### config.mk
export PLATFORM = sky130hd
export DESIGN_NAME = flash_cmd_ctrl
export DESIGN_NICKNAME = d
export VERILOG_FILES = /design/src/core/flash_cmd_pkg.sv /design/src/core/cmd_obj_mem.sv /design/src/core/flash_cmd_ctrl.sv
export SDC_FILE = /design/constraint.sdc
export NUM_CORES = 1
export LEC_CHECK = 0
export BUFFER_PORTS_ARGS = -buffer_cell sky130_fd_sc_hd__clkbuf_2
export CAP_MARGIN = 20
export CORE_UTILIZATION = 40
export CTS_CLUSTER_DIAMETER = 150
export DETAILED_ROUTE_END_ITERATION = 8
export PLACE_DENSITY = 0.6
export SYNTH_ARGS = -nofsm -noshare
export SYNTH_HDL_FRONTEND = slang
export SYNTH_SLANG_ARGS = --single-unit
export TNS_END_PERCENT = 50
### constraint.sdc
create_clock -name ref_clk -period 6.8 [get_ports ref_clk]
set_input_delay 0.34 -clock ref_clk [delete_from_list [all_inputs] [get_ports ref_clk]]
set_output_delay 0.34 -clock ref_clk [all_outputs]
set_load 0.02 [all_outputs]
### src/core/flash_cmd_pkg.sv
package flash_cmd_pkg;

   // ----------------------------------------
   // Register map and field positions
   // ----------------------------------------
   localparam logic [7:0] OFS_STATUS = 8'h00;
   localparam logic [7:0] OFS_INDEX = 8'h04;
   localparam logic [7:0] OFS_DATA = 8'h08;
   localparam logic [7:0] OFS_MODE = 8'h0C;
   localparam int STAT_COMMAND_COMPLETE_FLAG = 7;
   localparam int STAT_ACCESS_ERROR_FLAG = 5;
   localparam int STAT_PROTECTION_VIOLATION_FLAG = 4;
   localparam int STAT_VERR = 1;
   localparam int STAT_VUNC = 0;
   localparam int MODE_SPECIAL = 0;
   localparam int MODE_SECURED = 1;
   localparam int MODE_PROT = 2;
   localparam logic COMMAND_COMPLETE_FLAG_RST = 1'b1;
   localparam logic [2:0] INDEX_RST = 3'h0;
   localparam logic [2:0] MODE_RST = 3'h0;
   localparam int CMD_WORDS = 6;
   localparam logic [15:0] ERASED_WORD = 16'hFFFF;

   // ----------------------------------------
   // Command codes
   // ----------------------------------------
   localparam logic [7:0] CMD_EV_ALL = 8'h01;
   localparam logic [7:0] CMD_EV_BLK = 8'h02;
   localparam logic [7:0] CMD_EV_PSEC = 8'h03;
   localparam logic [7:0] CMD_RD_ONCE = 8'h04;
   localparam logic [7:0] CMD_PGM_P = 8'h06;
   localparam logic [7:0] CMD_PGM_ONCE = 8'h07;
   localparam logic [7:0] CMD_ERASE_ALL = 8'h08;
   localparam logic [7:0] CMD_ERASE_BLK = 8'h09;
   localparam logic [7:0] CMD_ERASE_PSEC = 8'h0A;
   localparam logic [7:0] CMD_UNSECURE = 8'h0B;
   localparam logic [7:0] CMD_KEY = 8'h0C;
   localparam logic [7:0] CMD_USER_MARGIN = 8'h0D;
   localparam logic [7:0] CMD_FIELD_MARGIN = 8'h0E;
   localparam logic [7:0] CMD_EV_DSEC = 8'h10;
   localparam logic [7:0] CMD_PGM_D = 8'h11;
   localparam logic [7:0] CMD_ERASE_DSEC = 8'h12;

   // ----------------------------------------
   // Carriers
   // ----------------------------------------
   typedef struct packed {
      logic rd;
      logic [15:0] addr;
   } arr_req_t;

   typedef struct packed {
      logic valid;
      logic [15:0] data;
      logic corr;
      logic uncorr;
   } arr_rsp_t;

   typedef struct packed {
      logic start;
      logic [7:0] cmd;
      logic [15:0] w1;
      logic [15:0] w2;
   } eng_req_t;

   typedef struct packed {
      logic done;
      logic verr;
      logic vunc;
   } eng_rsp_t;

   // Tells whether a code may run in the given chip mode and security state.
   function automatic logic cmd_allowed(logic [7:0] c, logic special, logic secured);
      case (c)
         CMD_EV_ALL, CMD_EV_BLK: return 1'b1;
         CMD_ERASE_ALL, CMD_UNSECURE: return special;
         CMD_KEY: return !special;
         CMD_FIELD_MARGIN: return special && !secured;
         CMD_EV_PSEC, CMD_RD_ONCE, CMD_PGM_P, CMD_PGM_ONCE, CMD_ERASE_BLK,
         CMD_ERASE_PSEC, CMD_USER_MARGIN, CMD_EV_DSEC, CMD_PGM_D,
         CMD_ERASE_DSEC: return !(special && secured);
         default: return 1'b0;
      endcase
   endfunction

endpackage

### src/core/cmd_obj_mem.sv
`timescale 1ns/1ps
`default_nettype none

module cmd_obj_mem #(
   parameter int WORDS = 6,
   parameter int W = 16
) (
   input wire logic ref_clk, // System clock.
   input wire logic rst_n, // Asynchronous reset, active low.
   input wire logic we, // Write strobe.
   input wire logic [2:0] waddr, // Write word index.
   input wire logic [W-1:0] wdata, // Write data.
   input wire logic [2:0] raddr, // Read word index.
   output logic [W-1:0] rdata_q // Registered read data.
);

   // The three-bit indexes reach at most eight words.
   if (WORDS < 1 || WORDS > 8 || W < 1) begin : g_chk
      $error("cmd_obj_mem: size out of range");
   end

   logic [W-1:0] mem_q [WORDS];
   logic [W-1:0] rdata_d;

   // Out-of-range indexes read as zero.
   always_comb begin
      rdata_d = '0;
      if (int'(raddr) < WORDS) begin
         rdata_d = mem_q[raddr];
      end
   end

   // Storage has no reset; only the read register does.
   always_ff @(posedge ref_clk) begin
      if (we && int'(waddr) < WORDS) begin
         mem_q[waddr] <= wdata;
      end
   end

   // Read data leave through a register.
   always_ff @(posedge ref_clk or negedge rst_n) begin
      if (!rst_n) begin
         rdata_q <= '0;
      end else begin
         rdata_q <= rdata_d;
      end
   end

endmodule

`default_nettype wire

### src/core/flash_cmd_ctrl.sv
// Functional notes
// Sixteen defined command codes are decoded.
// Full erase and unsecure only in special mode.
// Backdoor key check only in normal mode.
// Secured special mode allows four commands only.
// Field margin only unsecured special mode.
// Normal mode rejects erase-all, unsecure, field margin.
// Verify-all checks every program and data block.
// Verify-block checks one selected program block.
// Verify-section checks count words from start.
// Software writes nothing while full erase runs.
// Complete flag sets only after erase finishes.
// Full erase with nonzero index sets access error.
// Disallowed command in mode sets access error.
// Full erase with protection sets protection violation.
// Any verify error sets verify error flag.
// Uncorrectable verify error sets uncorrectable flag.
// Clearing complete flag launches; device sets it again.
// Undefined codes set access error, never start.
// Failed launch check sets complete flag at once.
`timescale 1ns/1ps
`default_nettype none

module flash_cmd_ctrl
   import flash_cmd_pkg::*;
#(
   parameter int NUM_PBLK = 4,
   parameter int BLOCK_WORDS = 8192,
   parameter int DFLASH_WORDS = 2048
) (
   input wire logic ref_clk, // System clock, 100 MHz.
   input wire logic rst_n, // Asynchronous reset, active low.
   input wire logic hsel, // AHB slave select.
   input wire logic [31:0] haddr, // AHB address.
   input wire logic [1:0] htrans, // AHB transfer type.
   input wire logic hwrite, // AHB write.
   input wire logic [2:0] hsize, // AHB size, word only.
   input wire logic [31:0] hwdata, // AHB write data.
   input wire logic hready, // AHB bus ready.
   output logic hreadyout, // AHB slave ready.
   output logic hresp, // AHB response, always OKAY.
   output logic [31:0] hrdata, // AHB read data.
   output arr_req_t arr_req, // Array read request.
   input wire arr_rsp_t arr_rsp, // Array read answer.
   output eng_req_t eng_req, // Program and erase engine launch.
   input wire eng_rsp_t eng_rsp // Engine completion.
);

   localparam int PWORDS = NUM_PBLK * BLOCK_WORDS;
   localparam int ALL_WORDS = PWORDS + DFLASH_WORDS;

   // ----------------------------------------
   // Elaboration checks
   // ----------------------------------------
   if (NUM_PBLK < 1 || NUM_PBLK > 4 || BLOCK_WORDS < 1 || ALL_WORDS > 65536) begin : g_chk
      $error("flash_cmd_ctrl: array geometry out of range");
   end

   typedef enum logic [6:0] {
      ST_IDLE = 7'b0000001,
      ST_LOAD0 = 7'b0000010,
      ST_LOAD1 = 7'b0000100,
      ST_LOAD2 = 7'b0001000,
      ST_CHECK = 7'b0010000,
      ST_VREAD = 7'b0100000,
      ST_VWAIT = 7'b1000000
   } st_t;

   logic eng_run_q, eng_run_d;
   st_t st_q, st_d;
   logic dp_q, dp_d, dpw_q, dpw_d, rdy_q, rdy_d;
   logic [7:0] dpa_q, dpa_d;
   logic [31:0] hrdata_q, hrdata_d;
   logic command_complete_flag_q, command_complete_flag_d, access_error_flag_q, access_error_flag_d, protection_violation_flag_q, protection_violation_flag_d;
   logic verr_q, verr_d, vunc_q, vunc_d;
   logic [2:0] idx_q, idx_d, mode_q, mode_d;
   logic [15:0] w0_q, w0_d, w1_q, w1_d;
   logic [15:0] vaddr_q, vaddr_d;
   logic [16:0] vcnt_q, vcnt_d;
   arr_req_t arr_q, arr_d;
   eng_req_t eng_q, eng_d;
   logic [15:0] mem_rdata;
   logic [2:0] mem_raddr;
   logic mem_we, acc, wr_dp, launch;
   logic [7:0] cmd;
   logic special, secured, allowed;

   assign special = mode_q[MODE_SPECIAL];
   assign secured = mode_q[MODE_SECURED];
   assign cmd = w0_q[15:8];
   assign allowed = cmd_allowed(cmd, special, secured);

   // ----------------------------------------
   // Command object storage
   // ----------------------------------------
   cmd_obj_mem #(.WORDS(CMD_WORDS), .W(16)) u_mem (
      .ref_clk(ref_clk),
      .rst_n(rst_n),
      .we(mem_we),
      .waddr(idx_q),
      .wdata(hwdata[15:0]),
      .raddr(mem_raddr),
      .rdata_q(mem_rdata)
   );

   // Bus strobes and the read index of the command store.
   always_comb begin
      acc = hsel && htrans[1] && hready;
      wr_dp = dp_q && dpw_q;
      mem_we = wr_dp && dpa_q == OFS_DATA && command_complete_flag_q;
      launch = wr_dp && dpa_q == OFS_STATUS && command_complete_flag_q && hwdata[STAT_COMMAND_COMPLETE_FLAG]
         && !(access_error_flag_q && !hwdata[STAT_ACCESS_ERROR_FLAG]) && !(protection_violation_flag_q && !hwdata[STAT_PROTECTION_VIOLATION_FLAG]);
      unique case (st_q)
         ST_LOAD0: mem_raddr = 3'h0;
         ST_LOAD1: mem_raddr = 3'h1;
         ST_LOAD2: mem_raddr = 3'h2;
         default: mem_raddr = idx_q;
      endcase
   end

   // ----------------------------------------
   // Next-state logic
   // ----------------------------------------
   // Bus slave, flags, launch checks and the erase-verify walk.
   always_comb begin
      dp_d = dp_q;
      dpw_d = dpw_q;
      dpa_d = dpa_q;
      rdy_d = rdy_q;
      hrdata_d = hrdata_q;
      command_complete_flag_d = command_complete_flag_q;
      access_error_flag_d = access_error_flag_q;
      protection_violation_flag_d = protection_violation_flag_q;
      verr_d = verr_q;
      vunc_d = vunc_q;
      idx_d = idx_q;
      mode_d = mode_q;
      w0_d = w0_q;
      w1_d = w1_q;
      vaddr_d = vaddr_q;
      vcnt_d = vcnt_q;
      st_d = st_q;
      eng_run_d = eng_run_q;
      arr_d = '0;
      eng_d = '0;
      // Every transfer gets exactly one wait state.
      if (acc) begin
         dp_d = 1'b1;
         dpw_d = hwrite;
         dpa_d = haddr[7:0];
         rdy_d = 1'b0;
      end else if (dp_q) begin
         dp_d = 1'b0;
         rdy_d = 1'b1;
         hrdata_d = '0;
         if (!dpw_q) begin
            unique case (dpa_q)
               OFS_STATUS: begin
                  hrdata_d[STAT_COMMAND_COMPLETE_FLAG] = command_complete_flag_q;
                  hrdata_d[STAT_ACCESS_ERROR_FLAG] = access_error_flag_q;
                  hrdata_d[STAT_PROTECTION_VIOLATION_FLAG] = protection_violation_flag_q;
                  hrdata_d[STAT_VERR] = verr_q;
                  hrdata_d[STAT_VUNC] = vunc_q;
               end
               OFS_INDEX: hrdata_d[2:0] = idx_q;
               OFS_DATA: hrdata_d[15:0] = mem_rdata;
               OFS_MODE: hrdata_d[2:0] = mode_q;
               default: hrdata_d = '0;
            endcase
         end
      end
      // Control writes are ignored while a command runs.
      if (wr_dp && command_complete_flag_q) begin
         if (dpa_q == OFS_INDEX) begin
            idx_d = hwdata[2:0];
         end
         if (dpa_q == OFS_MODE) begin
            mode_d = hwdata[2:0];
         end
         if (dpa_q == OFS_STATUS) begin
            if (hwdata[STAT_ACCESS_ERROR_FLAG]) access_error_flag_d = 1'b0;
            if (hwdata[STAT_PROTECTION_VIOLATION_FLAG]) protection_violation_flag_d = 1'b0;
         end
      end
      if (launch) begin
         command_complete_flag_d = 1'b0;
         verr_d = 1'b0;
         vunc_d = 1'b0;
         st_d = ST_LOAD0;
      end
      unique case (st_q)
         ST_IDLE: begin
            if (eng_run_q && eng_rsp.done) begin
               eng_run_d = 1'b0;
               command_complete_flag_d = 1'b1;
               verr_d = eng_rsp.verr;
               vunc_d = eng_rsp.vunc;
            end
         end
         ST_LOAD0: st_d = ST_LOAD1;
         ST_LOAD1: begin
            w0_d = mem_rdata;
            st_d = ST_LOAD2;
         end
         ST_LOAD2: begin
            w1_d = mem_rdata;
            st_d = ST_CHECK;
         end
         ST_CHECK: begin
            st_d = ST_IDLE;
            if (!allowed) begin
               access_error_flag_d = 1'b1;
               command_complete_flag_d = 1'b1;
            end else if (cmd == CMD_ERASE_ALL && idx_q != 3'h0) begin
               access_error_flag_d = 1'b1;
               command_complete_flag_d = 1'b1;
            end else if (cmd == CMD_ERASE_ALL && mode_q[MODE_PROT]) begin
               protection_violation_flag_d = 1'b1;
               command_complete_flag_d = 1'b1;
            end else if (cmd == CMD_EV_ALL) begin
               vaddr_d = 16'h0000;
               vcnt_d = 17'(ALL_WORDS);
               st_d = ST_VREAD;
            end else if (cmd == CMD_EV_BLK) begin
               vaddr_d = 16'(int'(w0_q[1:0]) * BLOCK_WORDS);
               vcnt_d = 17'(BLOCK_WORDS);
               if (int'(w0_q[1:0]) >= NUM_PBLK) begin
                  access_error_flag_d = 1'b1;
                  command_complete_flag_d = 1'b1;
                  st_d = ST_IDLE;
               end else begin
                  st_d = ST_VREAD;
               end
            end else if (cmd == CMD_EV_PSEC || cmd == CMD_EV_DSEC) begin
               vaddr_d = w1_q;
               vcnt_d = {1'b0, mem_rdata};
               if (mem_rdata == 16'h0000) begin
                  command_complete_flag_d = 1'b1;
               end else begin
                  st_d = ST_VREAD;
               end
            end else begin
               eng_d.start = 1'b1;
               eng_d.cmd = cmd;
               eng_d.w1 = w1_q;
               eng_d.w2 = mem_rdata;
               eng_run_d = 1'b1;
            end
         end
         ST_VREAD: begin
            arr_d.rd = 1'b1;
            arr_d.addr = vaddr_q;
            st_d = ST_VWAIT;
         end
         ST_VWAIT: begin
            if (arr_rsp.valid) begin
               if (arr_rsp.data != ERASED_WORD || arr_rsp.corr || arr_rsp.uncorr) begin
                  verr_d = 1'b1;
               end
               if (arr_rsp.uncorr) begin
                  vunc_d = 1'b1;
               end
               vaddr_d = vaddr_q + 16'h0001;
               vcnt_d = vcnt_q - 17'h00001;
               if (vcnt_q == 17'h00001) begin
                  command_complete_flag_d = 1'b1;
                  st_d = ST_IDLE;
               end else begin
                  st_d = ST_VREAD;
               end
            end
         end
      endcase
   end

   // ----------------------------------------
   // State registers
   // ----------------------------------------
   // Registers only; all decisions are made above.
   always_ff @(posedge ref_clk or negedge rst_n) begin
      if (!rst_n) begin
         dp_q <= 1'b0;
         dpw_q <= 1'b0;
         dpa_q <= 8'h00;
         rdy_q <= 1'b1;
         hrdata_q <= 32'h00000000;
         command_complete_flag_q <= COMMAND_COMPLETE_FLAG_RST;
         access_error_flag_q <= 1'b0;
         protection_violation_flag_q <= 1'b0;
         verr_q <= 1'b0;
         vunc_q <= 1'b0;
         idx_q <= INDEX_RST;
         mode_q <= MODE_RST;
         w0_q <= 16'h0000;
         w1_q <= 16'h0000;
         vaddr_q <= 16'h0000;
         vcnt_q <= 17'h00000;
         st_q <= ST_IDLE;
         eng_run_q <= 1'b0;
         arr_q <= '0;
         eng_q <= '0;
      end else begin
         dp_q <= dp_d;
         dpw_q <= dpw_d;
         dpa_q <= dpa_d;
         rdy_q <= rdy_d;
         hrdata_q <= hrdata_d;
         command_complete_flag_q <= command_complete_flag_d;
         access_error_flag_q <= access_error_flag_d;
         protection_violation_flag_q <= protection_violation_flag_d;
         verr_q <= verr_d;
         vunc_q <= vunc_d;
         idx_q <= idx_d;
         mode_q <= mode_d;
         w0_q <= w0_d;
         w1_q <= w1_d;
         vaddr_q <= vaddr_d;
         vcnt_q <= vcnt_d;
         st_q <= st_d;
         eng_run_q <= eng_run_d;
         arr_q <= arr_d;
         eng_q <= eng_d;
      end
   end

   assign hreadyout = rdy_q;
   assign hresp = 1'b0;
   assign hrdata = hrdata_q;
   assign arr_req = arr_q;
   assign eng_req = eng_q;
endmodule

`default_nettype wire

==> impl_results.md <==
* Ys flop type: dfrtp_1
* Fin nets at 1143
* Ys Warns at 0
* GPL Wtd Cong at around 0.82
* Hold Path Class: input pin to flop
* Highest clock rate at ~0.29 GHz
* Period Utilization, post-route at between 50% and 60%
* Unique masters post-synth at between 70 and 80
* Layout cells sized above 1 at a little under a quarter
* N_diodes at 0
* Post-DP HPWL at 17900 um
* Initial antenna violation count at 1
* 1st-pass router iterations at 5
* Worst EP required at approximately 7.2 ns
* Max-Cap Viols at 0
* Critical Setup Path Class: flop to flop
* Clock sinks at 275
* CTS tree: done
* Via-to-Cell Ratio at approximately 5.5
* WL/cell at 19.3 um
* Netlist Area Pre-Place at 11800 um2
* Final Max Tran Viols at 0
* Area grow syn2layout at 16.6%
* Crit path DAT at between 3 and 4 ns
* Worst setup path startpoint: st_q[3]$_DFF_PN0_
* Final setup violating endpoints at 0
* Clock Skew at 0.0106 ns
* Reg2reg start: st_q[3]$_DFF_PN0_
* Iter 0 DRT Violations at approximately 720
* DR vias at ~8000
* Largest net degree at the start of global routing at approximately 100
* Bufs on Longest Clock Path at 3
* CTS resizes at 0
* Ports at roughly 190
* Total GRT Usage at a little under a fifth
* CTS Hold Bufs at 3
* CTS Buf Count at 29
* Die height at ~170 um
* First-pass GRT wire length at 44500 um
* Starting Density at between 40 and 50%
* Number of global-route vias before repair at approximately 7700
* Worst slew pin tran at about 1.1 ns
* Power Density at approximately 260 nW/um2
* Clk_lat worst skew at 0.55 ns
* Post-Route WL at approximately 28000 um
* Number of buffers added on ports at 126
* Most frequent cells in the layout: dfrtp_1 (176), clkbuf_2 (125), edfxtp_1 (96), and2_1 (53)
* Post-synthesis cell count at just over 900
* Placeable Area at about 29000 um2
* Number of enable flip-flop cells after synthesis at 96
* Worst Setup Start Kind: flop
* Status: complete, no violations
* Final Hold Fails at 0
* Die width at roughly 170 um
* Final TNS setup at 0 ns
* H-Tree Depth at 1
* Rel. slew slack at between 20% and 30%
* Core Rows at a little over 60
* Reg clk slew, reported paths at roughly 0.060 ns
* Post-placement cell area at about 13000 um2
* Root Buffer: clkbuf_16
* Final instance area at roughly 14000 um2
* Hold path start: haddr[4]
* Sequential element share of the synthesized area at 62.5%
* IR drop worst, VDD at ~0.00019 V
* Setup bufs post-CTS at 0
* Unrepaired setup endpoints after global routing: no
* Post-DRT Antenna Nets at 0
* Commonest non-fill, non-tap cell in the layout: dfrtp_1
* Min cycle time layout at approximately 3.5 ns
* Avg Inst Size Synth at between 10 and 15 um2
* Crit Path Max Fanout at 29
* Ys async rst share at about two thirds
* DRC at 0
* Seq cells post-synth at between 200 and 300
* Leakage Power at ~6 nW
* Final core occ at 47.6%
* Die area at 30100 um2
* Grt ovf at 0
* CP Capture Type: flop
## logic make-up after synthesis
group	count (synthesis)	synth area share, %
AO/OA/AOI/OAI	207	12.2
flip-flops	275	62.5
other	1	0.0318
multiplexers	95	8.72
XOR/XNOR	4	0.297
AND/OR/NAND/NOR	255	12.1
buffers and inverters	85	3.83
adder cells (fa/ha/maj)	3	0.319
## layout make-up
type	count	area (um2)
clock inverter	15	185
multi-input combinational	584	4110
sequential	275	7370
tap	384	480
fill	2659	15100
timing repair buffer	137	754
inverter	17	63.8
clock buffer	38	790
## through the flow
step	std cells	worst slack, ns	hold WS, ns	power, mW
2_1_floorplan	944	4.28	0.0444	1.88
4_1_cts	1448	3.33	0.000158	3.57
6_report	1450	3.31	0.0222	3.53
5_1_grt	1450	3.05	0.00691	3.66
3_3_place_gp	1392	3.35	0.468	1.95
3_5_place_dp	1392	3.35	0.474	1.95
## metal layers
| metal | track usage, % | up-vias | routed length, um |
|---|---|---|---|
| met2 | 30.7 | 279 | 13500 |
| met5 | 0 | - | 13 |
| li1 | - | 3652 | - |
| met1 | 25.3 | 3978 | 12100 |
| met3 | 3.46 | 57 | 1500 |
| met4 | 6.47 | 2 | 886 |
## sequential cells by signal, indices dropped and copies added (netlist names), 3 cells and up
signal and cells:
arr_req 17, eng_req 41, mode_q 3, st_q 7
idx_q 3, u_mem.rdata_q 16, dpa_q 8, hrdata 16
w0_q 10, vcnt_q 17, u_mem.mem_q 96, vaddr_q 16
w1_q 16
## Yosys cell counts (4+ instances only)
cell type | instances | area [um2]
a21o_1 | 4 | 30.0
a21oi_1 | 30 | 150
a22o_1 | 14 | 123
a22oi_1 | 15 | 113
a2bb2oi_1 | 4 | 35.0
a31oi_1 | 6 | 37.5
and2_1 | 53 | 332
and3_1 | 5 | 31.3
and4_1 | 5 | 43.8
buf_1 | 5 | 18.8
buf_2 | 18 | 90.1
buf_4 | 21 | 158
buf_6 | 4 | 45.0
clkbuf_1 | 19 | 71.3
dfrtp_1 | 176 | 4400
edfxtp_1 | 96 | 2880
inv_1 | 17 | 63.8
mux2_2 | 41 | 462
mux2i_1 | 52 | 521
nand2_1 | 52 | 195
nand2b_1 | 5 | 31.3
nand3_1 | 16 | 80.1
nand4_1 | 14 | 87.6
nor2_1 | 38 | 143
nor2b_1 | 4 | 25.0
nor3_1 | 24 | 120
nor4_1 | 11 | 68.8
o211ai_1 | 6 | 45.0
o21ai_0 | 49 | 245
o22a_1 | 17 | 149
o22ai_1 | 12 | 75.1
o2bb2ai_1 | 22 | 193
or3_1 | 5 | 31.3
xor2_1 | 4 | 35.0
## where the power goes
part / leakage [nW] / switching, mW / internal (mW)
registers: 3.21 / 0.0405 / 1.74
clock network: 0.474 / 0.648 / 0.967
logic: 2.22 / 0.0846 / 0.0547
## critical path, stage by stage, from the launching register on
cell and delay (ns):
dfrtp_1 0.52, or4b_4 0.61, nor4_4 0.14, buf_4 0.38, and2_1 0.34, a21o_1 0.69, nor2_2 0.40, o22a_1 0.27
## worst paths after layout
path | to | slack, ns | cells past startpoint
worst min-delay path | dpa_q[4]$_DFFE_PN0P_ | 0.02 | 2
min in group asynchronous | eng_req[39]$_DFF_PN0_ | 0.46 | 2
worst max register to register | vaddr_q[13]$_DFFE_PN0P_ | 3.31 | 7
worst min register to register | hrdata[1]$_DFFE_PN0P_ | 0.49 | 2
max in group asynchronous | command_complete_flag_q$_DFF_PN1_ | 5.21 | 4
worst max-delay path | vaddr_q[13]$_DFFE_PN0P_ | 3.31 | 7
Note: power is estimated with default switching activity, not from simulation.
